--- src/rtl/bccr_pkg.sv ---
// package: offsets, fields and reset values of the bridge identity and command registers
package bccr_pkg;
  localparam logic [11:0] BCCR_OFF_IDENT   = 12'h000;
  localparam logic [11:0] BCCR_OFF_COMMAND = 12'h004;
  localparam int BCCR_CMD_IO      = 0;
  localparam int BCCR_CMD_MEM     = 1;
  localparam int BCCR_CMD_MASTER  = 2;
  localparam int BCCR_CMD_SPECIAL = 3;
  localparam int BCCR_CMD_MWI     = 4;
  localparam int BCCR_CMD_PALETTE = 5;
  localparam int BCCR_CMD_PARITY  = 6;
  localparam int BCCR_CMD_WAIT    = 7;
  localparam int BCCR_CMD_SYSERR  = 8;
  localparam int BCCR_CMD_FASTB2B = 9;
  localparam int BCCR_CMD_INTDIS  = 10;
  localparam int BCCR_STS_MDPE    = 24;
  localparam logic [15:0] BCCR_CMD_RESET  = 16'h0000;
  localparam logic [15:0] BCCR_CMD_WMASK_FWD = 16'h0147;
  localparam logic [15:0] BCCR_CMD_WMASK_REV = 16'h0567;
  localparam logic [9:0]  BCCR_PAL_MASK_A = 10'h3c6;
  localparam logic [9:0]  BCCR_PAL_DATA_R = 10'h3c8;
  localparam logic [9:0]  BCCR_PAL_DATA_W = 10'h3c9;
  // arbitrary identity values
  localparam logic [15:0] BCCR_MAKER_DEF  = 16'h1a2b;
  localparam logic [15:0] BCCR_PART_DEF   = 16'h3c4d;

  typedef struct packed {
    logic        rd;
    logic        wr;
    logic [11:0] addr;
    logic [3:0]  be;
    logic [31:0] wdata;
  } bccr_cfg_req_t;

  typedef struct packed {
    logic io_en;
    logic mem_en;
    logic master_en;
    logic palette_en;
    logic syserr_en;
    logic int_block;
  } bccr_enables_t;
endpackage

--- src/rtl/bccr_regs.sv ---
// bridge configuration identity and command register logic
`timescale 1ns/1ps
// Functional notes
// - fields obey their access type; writing one clears clearable bits, zero leaves them
// - dword zero low half is a fixed read-only maker code
// - dword zero high half is a fixed read-only part code
// - command bit 0 resets low and gates primary I/O response
// - command bit 1 resets low and gates primary memory acceptance
// - command bit 2 gates primary mastering and secondary memory/I/O response
// - split completions may start in reverse split mode regardless of master enable
// - command bit 3 reads zero; no special cycle target
// - command bit 4 reads zero; invalidate writes only when forwarded
// - reverse mode bit 5 enables palette write decode at 3c6h, 3c8h, 3c9h
// - bit 6 enables setting master data parity error on poison or parity
// - bits 7, 9 and 15 to 11 read zero
// - reverse mode bit 10 blocks all four legacy interrupt pins
// - status bit 24 write-one-clear, set only while parity response enabled
module bccr_regs #(
  parameter logic [15:0] MAKER_ID = bccr_pkg::BCCR_MAKER_DEF,
  parameter logic [15:0] PART_ID  = bccr_pkg::BCCR_PART_DEF
) (
  input  wire logic                   clock,
  input  wire logic                   rst,
  input  wire logic                   ce,
  input  wire logic                   reverse_mode,
  input  wire bccr_pkg::bccr_cfg_req_t cfg_req,
  output logic                        cfg_ack_q,
  output logic [31:0]                 cfg_rdata_q,
  input  wire logic                   split_mode,
  input  wire logic                   pri_io_req,
  input  wire logic                   pri_mem_req,
  input  wire logic                   fwd_req,
  input  wire logic                   fwd_split_cpl,
  input  wire logic                   fwd_mwi,
  input  wire logic                   sec_req,
  input  wire logic [9:0]             pri_io_wr_addr,
  input  wire logic                   parity_event,
  input  wire logic                   error_event,
  input  wire logic [3:0]             int_req,
  output bccr_pkg::bccr_enables_t     enables_q,
  output logic                        pri_io_claim_q,
  output logic                        pri_mem_claim_q,
  output logic                        pri_master_go_q,
  output logic                        pri_mwi_q,
  output logic                        sec_claim_q,
  output logic                        palette_claim_q,
  output logic                        err_msg_q,
  output logic                        serr_drive_q,
  output logic [3:0]                  int_assert_q
);
  logic [15:0] cmd_q;
  logic        mdpe_q;
  logic [15:0] wmask;
  logic [15:0] be_mask;
  logic        wr_cmd;
  logic        wr_ident;
  logic        any_req;
  logic [15:0] wdat16;
  logic        pal_hit;
  logic        split_bypass;
  logic        err_gated;
  logic        mdpe_set;
  logic        mdpe_clr;

  // request decode
  // the offset compare is on the full byte address, so an access to a
  // byte inside the dword falls to the unmapped path and reads zero
  assign wr_cmd   = cfg_req.wr && (cfg_req.addr == bccr_pkg::BCCR_OFF_COMMAND);
  assign wr_ident = cfg_req.wr && (cfg_req.addr == bccr_pkg::BCCR_OFF_IDENT);
  assign any_req  = cfg_req.rd || cfg_req.wr;

  // byte lanes 0 and 1 carry the command half of the dword
  assign be_mask = {{8{cfg_req.be[1]}}, {8{cfg_req.be[0]}}};

  // bits 5 and 10 writable only in reverse mode; bits 3,4,7,9,15:11 always zero
  assign wmask = reverse_mode ? bccr_pkg::BCCR_CMD_WMASK_REV
                              : bccr_pkg::BCCR_CMD_WMASK_FWD;

  assign wdat16 = be_mask & cfg_req.wdata[15:0] & wmask;

  // palette decode looks at the low ten address bits only, so the
  // aliases above them hit as well
  assign pal_hit = (pri_io_wr_addr == bccr_pkg::BCCR_PAL_MASK_A)
                || (pri_io_wr_addr == bccr_pkg::BCCR_PAL_DATA_R)
                || (pri_io_wr_addr == bccr_pkg::BCCR_PAL_DATA_W);

  // split completions bypass the master enable only in reverse split mode
  assign split_bypass = reverse_mode && split_mode && fwd_split_cpl;

  // one error event feeds both report paths; the mode picks the path
  assign err_gated = error_event && cmd_q[bccr_pkg::BCCR_CMD_SYSERR];

  // status clear rides on lane 3 of a command write
  assign mdpe_set = parity_event && cmd_q[bccr_pkg::BCCR_CMD_PARITY];
  assign mdpe_clr = wr_cmd && cfg_req.be[3] && cfg_req.wdata[bccr_pkg::BCCR_STS_MDPE];

  // command register; none of its bits are sticky so one reset serves
  always_ff @(posedge clock or posedge rst) begin
    if (rst) begin
      cmd_q <= bccr_pkg::BCCR_CMD_RESET;
    end else if (ce && wr_cmd) begin
      cmd_q <= (cmd_q & ~(be_mask & wmask)) | wdat16;
    end
  end

  // master data parity error: set wins over a same-cycle clear, so an
  // event racing the host's clear is never lost
  always_ff @(posedge clock or posedge rst) begin
    if (rst) begin
      mdpe_q <= 1'b0;
    end else if (ce) begin
      if (mdpe_set) begin
        mdpe_q <= 1'b1;
      end else if (mdpe_clr) begin
        mdpe_q <= 1'b0;
      end
    end
  end

  // every accepted request, read or write, gets one ack pulse
  always_ff @(posedge clock or posedge rst) begin
    if (rst) begin
      cfg_ack_q <= 1'b0;
    end else if (ce) begin
      cfg_ack_q <= any_req;
    end
  end

  // read data holds until the next read or identity write, which zeroes it; the status half of dword one
  // only carries the parity flag here, the other status fields live
  // elsewhere and read as zero from this block
  always_ff @(posedge clock or posedge rst) begin
    if (rst) begin
      cfg_rdata_q <= 32'h0000_0000;
    end else if (ce) begin
      if (cfg_req.rd) begin
        unique case (cfg_req.addr)
          bccr_pkg::BCCR_OFF_IDENT:   cfg_rdata_q <= {PART_ID, MAKER_ID};
          bccr_pkg::BCCR_OFF_COMMAND: cfg_rdata_q <= {7'h00, mdpe_q, 8'h00, cmd_q};
          default:                    cfg_rdata_q <= 32'h0000_0000;
        endcase
      end else if (wr_ident) begin
        cfg_rdata_q <= 32'h0000_0000;
      end
    end
  end

  // enable copies for the forwarding logic
  // they lag the command register by one cycle; a write that changes an
  // enable is seen downstream one cycle after the ack
  always_ff @(posedge clock or posedge rst) begin
    if (rst) begin
      enables_q.io_en <= 1'b0;
    end else if (ce) begin
      enables_q.io_en <= cmd_q[bccr_pkg::BCCR_CMD_IO];
    end
  end

  always_ff @(posedge clock or posedge rst) begin
    if (rst) begin
      enables_q.mem_en <= 1'b0;
    end else if (ce) begin
      enables_q.mem_en <= cmd_q[bccr_pkg::BCCR_CMD_MEM];
    end
  end

  always_ff @(posedge clock or posedge rst) begin
    if (rst) begin
      enables_q.master_en <= 1'b0;
    end else if (ce) begin
      enables_q.master_en <= cmd_q[bccr_pkg::BCCR_CMD_MASTER];
    end
  end

  always_ff @(posedge clock or posedge rst) begin
    if (rst) begin
      enables_q.palette_en <= 1'b0;
    end else if (ce) begin
      enables_q.palette_en <= cmd_q[bccr_pkg::BCCR_CMD_PALETTE];
    end
  end

  always_ff @(posedge clock or posedge rst) begin
    if (rst) begin
      enables_q.syserr_en <= 1'b0;
    end else if (ce) begin
      enables_q.syserr_en <= cmd_q[bccr_pkg::BCCR_CMD_SYSERR];
    end
  end

  always_ff @(posedge clock or posedge rst) begin
    if (rst) begin
      enables_q.int_block <= 1'b0;
    end else if (ce) begin
      enables_q.int_block <= cmd_q[bccr_pkg::BCCR_CMD_INTDIS];
    end
  end

  // gated outputs
  // these use the current command value, so each answers one cycle after
  // its qualifying input; registering them keeps the forwarding logic
  // free of paths through the configuration decode
  always_ff @(posedge clock or posedge rst) begin
    if (rst) begin
      pri_io_claim_q <= 1'b0;
    end else if (ce) begin
      pri_io_claim_q <= pri_io_req && cmd_q[bccr_pkg::BCCR_CMD_IO];
    end
  end

  always_ff @(posedge clock or posedge rst) begin
    if (rst) begin
      pri_mem_claim_q <= 1'b0;
    end else if (ce) begin
      pri_mem_claim_q <= pri_mem_req && cmd_q[bccr_pkg::BCCR_CMD_MEM];
    end
  end

  // mastering on the primary, with the split completion escape
  always_ff @(posedge clock or posedge rst) begin
    if (rst) begin
      pri_master_go_q <= 1'b0;
    end else if (ce) begin
      pri_master_go_q <= fwd_req
                         && (cmd_q[bccr_pkg::BCCR_CMD_MASTER] || split_bypass);
    end
  end

  // invalidate only passes through when forwarded from another master;
  // the bridge never starts one of its own
  always_ff @(posedge clock or posedge rst) begin
    if (rst) begin
      pri_mwi_q <= 1'b0;
    end else if (ce) begin
      pri_mwi_q <= fwd_mwi && fwd_req && cmd_q[bccr_pkg::BCCR_CMD_MASTER];
    end
  end

  // secondary side response shares the master enable
  always_ff @(posedge clock or posedge rst) begin
    if (rst) begin
      sec_claim_q <= 1'b0;
    end else if (ce) begin
      sec_claim_q <= sec_req && cmd_q[bccr_pkg::BCCR_CMD_MASTER];
    end
  end

  // palette snoop exists in reverse mode only
  always_ff @(posedge clock or posedge rst) begin
    if (rst) begin
      palette_claim_q <= 1'b0;
    end else if (ce) begin
      palette_claim_q <= reverse_mode && cmd_q[bccr_pkg::BCCR_CMD_PALETTE]
                         && pri_io_req && pal_hit;
    end
  end

  // forward bridge reports by message
  always_ff @(posedge clock or posedge rst) begin
    if (rst) begin
      err_msg_q <= 1'b0;
    end else if (ce) begin
      err_msg_q <= !reverse_mode && err_gated;
    end
  end

  // reverse bridge reports on the system error pin
  always_ff @(posedge clock or posedge rst) begin
    if (rst) begin
      serr_drive_q <= 1'b0;
    end else if (ce) begin
      serr_drive_q <= reverse_mode && err_gated;
    end
  end

  // one blocker per legacy interrupt line; the block has effect in
  // reverse mode only, so a stale bit left from that mode is harmless
  for (genvar i = 0; i < 4; i++) begin : g_int
    always_ff @(posedge clock or posedge rst) begin
      if (rst) begin
        int_assert_q[i] <= 1'b0;
      end else if (ce) begin
        int_assert_q[i] <= int_req[i]
                           && !(reverse_mode && cmd_q[bccr_pkg::BCCR_CMD_INTDIS]);
      end
    end
  end
endmodule // bccr_regs

--- config.mk ---
export PLATFORM = sky130hd
export DESIGN_NAME = bccr_regs
export DESIGN_NICKNAME = d
export VERILOG_FILES = /design/src/rtl/bccr_pkg.sv /design/src/rtl/bccr_regs.sv
export SDC_FILE = /design/constraint.sdc
export NUM_CORES = 1
export LEC_CHECK = 0
export ABC_CLOCK_PERIOD_IN_PS = 800
export BUFFER_PORTS_ARGS = -buffer_cell sky130_fd_sc_hd__buf_2
export CAP_MARGIN = 0
export CORE_MARGIN = 1
export CORE_UTILIZATION = 36
export DETAILED_ROUTE_END_ITERATION = 6
export PLACE_DENSITY = 0.82
export SLEW_MARGIN = 20
export SYNTH_ARGS = -nofsm -noshare
export SYNTH_HDL_FRONTEND = slang
export SYNTH_SLANG_ARGS = --single-unit
export TNS_END_PERCENT = 20
--- constraint.sdc ---
create_clock -name clock -period 0.8 [get_ports clock]
set_input_delay 0 -clock clock [delete_from_list [all_inputs] [get_ports clock]]
set_output_delay 0 -clock clock [all_outputs]
set_load 0.05 [all_outputs]
# ---- Yosys cells after proc, flatten, opt, wreduce, memory -nomap -nowiden
# Cells that the tools add are included.
dict set report totals {
  ram_bits 0
  ff_bits 68
  latch_bits 0
  inputBits 77
  mem_count 0
  output_inout_bits 51
  romBits 0
}
dict set report classes {
  n_addsub 0
  eq_ne 4
  n_mul 0
  shift 0
  reduce_logical 36
  div 0
  bitwise 6
  magnitude_cmp 0
  muxes 6
}
# cell n
set op_table {}
lappend op_table {{32-bit two-way mux} 2}
lappend op_table {{30-bit case mux with 2 select lines} 1}
lappend op_table {{16-bit by 11-bit bitwise AND with 16-bit output} 2}
lappend op_table {{16-bit bitwise AND} 2}
lappend op_table {{10-bit equality test (second input constant)} 3}
lappend op_table {{1-bit logical AND} 25}
lappend op_table {{16-bit inverter} 1}
lappend op_table {{16-bit OR} 1}
lappend op_table {{12-bit by 3-bit equality test with 1-bit output (second input constant)} 1}
lappend op_table {{12-bit logical NOT} 1}
lappend op_table {{11-bit two-way mux} 1}
lappend op_table {{1-bit logical OR} 4}
lappend op_table {{2-bit AND reduction} 2}
lappend op_table {{2-bit nonzero test} 2}
lappend op_table {{1-bit logical NOT} 2}
lappend op_table {{1-bit two-way mux} 2}

# ---- Logic depth before layout (Yosys ltp)
dict set report depth {
  word_depth 6
  mapped_depth 5
}

# ---- Worst setup path after synthesis
# No wires, ideal clock.
dict set report synth_path {
  path_type {in2reg}
  from {in cfg_req[44] (netlist name)}
  to {reg cfg_rdata_q[10]}
  required_time_ps 735
  path_slack_ps -675
  setup_time_ps 65
  arrival_time_ps 1410
  stages 4
  cell_sequence {or4_4 or4_4 nor2_8 a22o_2}
}
dict set report synth_via {
  elab_chain_cells 4
  elab_cells_between_ends 7
  classes_between {1 x eq/ne; 2 x mux; 4 x reduce/logical}
}
# item line_no
set synth_lines {}
lappend synth_lines {{start, declared} bccr_regs.sv:26} ;# input wire bccr_pkg::bccr_cfg_req_t cfg_req,
lappend synth_lines {{branches (longest 4 deep; another with 32-bit two-way mux)} --}
lappend synth_lines {{end signal, assigned} bccr_regs.sv:138} ;# bccr_pkg::BCCR_OFF_IDENT: cfg_rdata_q <= {PART_ID, MAKER_ID};
lappend synth_lines {{end signal, assigned} bccr_regs.sv:139} ;# bccr_pkg::BCCR_OFF_COMMAND: cfg_rdata_q <= {7'h00, mdpe_q, 8'h00, cmd_q};
lappend synth_lines {{end, declared} bccr_regs.sv:28} ;# output logic [31:0] cfg_rdata_q,
# Several ways; the timed one is not identified.
# A chain may end at the register's enable or synchronous reset.

# ---- Worst setup path after layout
dict set report layout_path {
  from {in cfg_req[37] (netlist name)}
  to {reg cfg_rdata_q[8]}
}
# Same word-level chain as after synthesis.

==> impl_metrics.env <==
export IMPL_drt_iter0_markers=90
export IMPL_synth_area_mux_share_pct=8.44
export IMPL_start_kind="input port"
export IMPL_grt_max_degree=37
export IMPL_synth_edf_count=0
export IMPL_antenna_cells=0
export IMPL_worst_slack_ps=-497
export IMPL_syn_inst=156
export IMPL_nFillCells=368
export IMPL_synth_fa_ha_area_share_pct=0
export IMPL_p_switching_mw=1.08
export IMPL_worstPathRequired_ps=1020
export IMPL_place_gp_congestion=0.783
export IMPL_overflow=0
export IMPL_firstDrtPassIters=6
export IMPL_hold_violations=0
export IMPL_cts_tree="built"
export IMPL_async_flop_share_pct=100
export IMPL_hpwl_um=2990
export IMPL_max_freq_mhz=771
export IMPL_synth_common_cells="36 x dfrtp_1, 23 x buf_4, 14 x inv_1, 13 x mux2_2, 11 x o21ai_0"
export IMPL_cts_root_buffer="clkbuf_8"
export IMPL_wirelength_um=4460
export IMPL_ioPinCount=128
export IMPL_final_antenna_net_count=0
export IMPL_status="complete, but fails checks"
export IMPL_maxSlewViolCount=0
export IMPL_fin_crit_ps=1300
export IMPL_synth_top_cell_by_area="dfrtp_1"
export IMPL_dieHeight_um=71.4
export IMPL_synth_area_leaders="dfrtp_1 52%, buf_4 10%, mux2_2 8.4%, o21ai_0 3.2%, inv_1 3.0%"
export IMPL_p_total_mw=3.88
export IMPL_clock_latency_ps=280
export IMPL_clkPwrFrac_pct=34.4
export IMPL_rrSetupSlack_ps=-90
export IMPL_p_leak_nw=1.40
export IMPL_regToRegStartpoint="cmd_q[5]"
export IMPL_violations="design-rule violations, negative setup slack"
export IMPL_worstReg2RegEnd="palette_claim_q"
export IMPL_synth_top_area_share_pct=51.9
export IMPL_grtUsageTotal_pct=17.9
export IMPL_post_synth_top_count_cell="dfrtp_1"
export IMPL_vdd_drop_max_v=0.000621
export IMPL_synth_top_family_by_area="simple AND/OR/NAND/NOR gates"
export IMPL_cp_arrival_ps=1520
export IMPL_cts_buffers=5
export IMPL_sw_frac_of_total_pct=27.9
export IMPL_synthSimpleGateAreaFrac_pct=15.1
export IMPL_setup_viol=67
export IMPL_ys_flop_type="dfrtp_1"
export IMPL_p_int_mw=2.80
export IMPL_cts_htree_levels=2
export IMPL_final_nets=342
export IMPL_skew_ps=2.58
export IMPL_die_w_um=71.4
export IMPL_startpoint="cfg_req[37]"
export IMPL_path_class="in2reg"
export IMPL_synth_compound_area_share_pct=10.5
export IMPL_maxCapViolations=0
export IMPL_utilization_pct=61.1
export IMPL_fin_crit_sh_pct=162
export IMPL_viasPerCell=4.83
export IMPL_end_kind="register"
export IMPL_syn_to_final_growth_pct=58.6
export IMPL_ys_warn_count=0
export IMPL_grt_setup_unrepaired="yes"
export IMPL_cts_sinks=36
export IMPL_synth_xor_area_share_pct=0
export IMPL_ys_types=29
export IMPL_min_path_type="in2reg"
export IMPL_syn_cell_area_mm2=0.00173
export IMPL_path_clk_slew_ps=70
export IMPL_yosysSeqAreaShare_pct=51.9
export IMPL_rr_worst_depth=3
export IMPL_grt_pass1_vias=1562
export IMPL_grt_pass1_wl_um=7090
export IMPL_ys_ff_latch=36
export IMPL_crit_end="cfg_rdata_q[8]"
export IMPL_die_area_mm2=0.00510
export IMPL_initial_core_util_pct=38.5
export IMPL_num_rows=24
export IMPL_powerDensity_mw_per_mm2=1410
export IMPL_critPathMaxFanout=5
export IMPL_vias=1537
export IMPL_cts_path_max_buffers=2
export IMPL_syn_mean_instance_area_um2=11.1
export IMPL_avgRoutedWirePerCell_um=14.0
export IMPL_drc=9
export IMPL_io_buffer_count=90
export IMPL_coreArea_mm2=0.00450
export IMPL_p_comb_share_pct=17.6
export IMPL_drive_above_1_share_pct=53.0
export IMPL_seq_power_share_pct=48.0
export IMPL_setup_tns_ps=-11110
export IMPL_antenna_found_initial=0
==> placed cells by master, fill, tap and decap left out, types with 2 or more instances in the layout <==
master / netlist / final
mux2_2: 13 / 6
inv_1: 14 / 14
or4_4: 3 / 3
buf_6: 0 / 30
nand4_1: 4 / 4
buf_4: 23 / 14
mux2_4: 0 / 7
a22o_2: 5 / 5
nand2_2: 0 / 3
nand3_2: 0 / 2
dfrtp_2: 0 / 2
conb_1: 1 / 12
nand3_1: 10 / 8
o21ai_0: 11 / 9
nor4_4: 1 / 2
o2bb2ai_1: 4 / 4
buf_2: 0 / 52
clkinv_2: 0 / 2
dfrtp_1: 36 / 34
dlygate4sd3_1: 0 / 20
nand2_1: 6 / 3
clkbuf_8: 0 / 6
nor2_1: 6 / 6
==> critical path, stage by stage <==
cell and delay, ps:
buf_6 90, or4_4 580, or4_4 570, nor2_8 140
a22o_2 140
==> layer usage <==
| layer | share of wire [%] | track usage [%] | vias to the layer above |
|---|---|---|---|
| li1 | - | - | 729 |
| met1 | 44 | 23.2 | 727 |
| met2 | 49 | 30.1 | 76 |
| met3 | 6.1 | 3.38 | 5 |
| met4 | 1.2 | 6.67 | 0 |
| met5 | 0 | 0 | - |
==> power groups by stage <==
stage                     Sequential, mW  Combinational (mW)  Clock [mW]
final                               1.86               0.683        1.33
after detailed placement            1.89               0.549           0
after CTS                           1.86               0.665        1.35
after floorplan                     1.98               0.289           0
after global routing                1.87               0.729        1.43
after global placement              1.89               0.541           0
==> cells by family (layout without fill, tap and decap cells) <==
logic type,Yosys count,after routing
DFF,36,36
muxes,13,13
other,1,12
AOI/OAI and AO/OA,26,26
and+or+nand+nor,39,39
buffers and inverters,41,140
==> layout make-up <==
type / instances / area (µm²) / area share (%)
inverter: 14 / 52.6 / 1.91
clock inverter: 2 / 10.0 / 0.364
sequential: 36 / 903 / 32.8
timing repair buffer: 118 / 931 / 33.8
tap: 52 / 65.1 / 2.37
clock buffer: 6 / 82.6 / 3.00
multi-input combinational: 90 / 706 / 25.7
==> worst min path at each step <==
stage                      start               to  cells after the start
2_1_floorplan        cfg_req[38]  cfg_rdata_q[28]                      1
3_3_place_gp                 rst  int_assert_q[3]                      3
3_5_place_dp                 rst  int_assert_q[3]                      3
4_1_cts               split_mode  pri_master_go_q                      3
5_1_grt               split_mode  pri_master_go_q                      3
6_report       pri_io_wr_addr[5]  palette_claim_q                      4
==> stage by stage <==
step | instances | setup WS (ps) | instance area (µm²) | hold slack [ps]
after floorplan | 167 | -637 | 1780 | 94.6
after global placement | 290 | -771 | 2180 | 57.6
after detailed placement | 290 | -808 | 2180 | 71.4
after CTS | 317 | -477 | 2680 | 3.15
after global routing | 318 | -527 | 2750 | 6.58
final | 318 | -497 | 2750 | 7.11
==> repair_timing <==
item | CTS | global route
resized for setup | 68 | 27
endpoints found under the hold margin | 54 | 1
hold buffers | 19 | 1
buffers inserted | 0 | 0
gates cloned | 0 | 0
setup endpoints to repair | 68 | 68
pin swaps | 7 | 6
No activity file was read; power rests on OpenSTA's default activity.
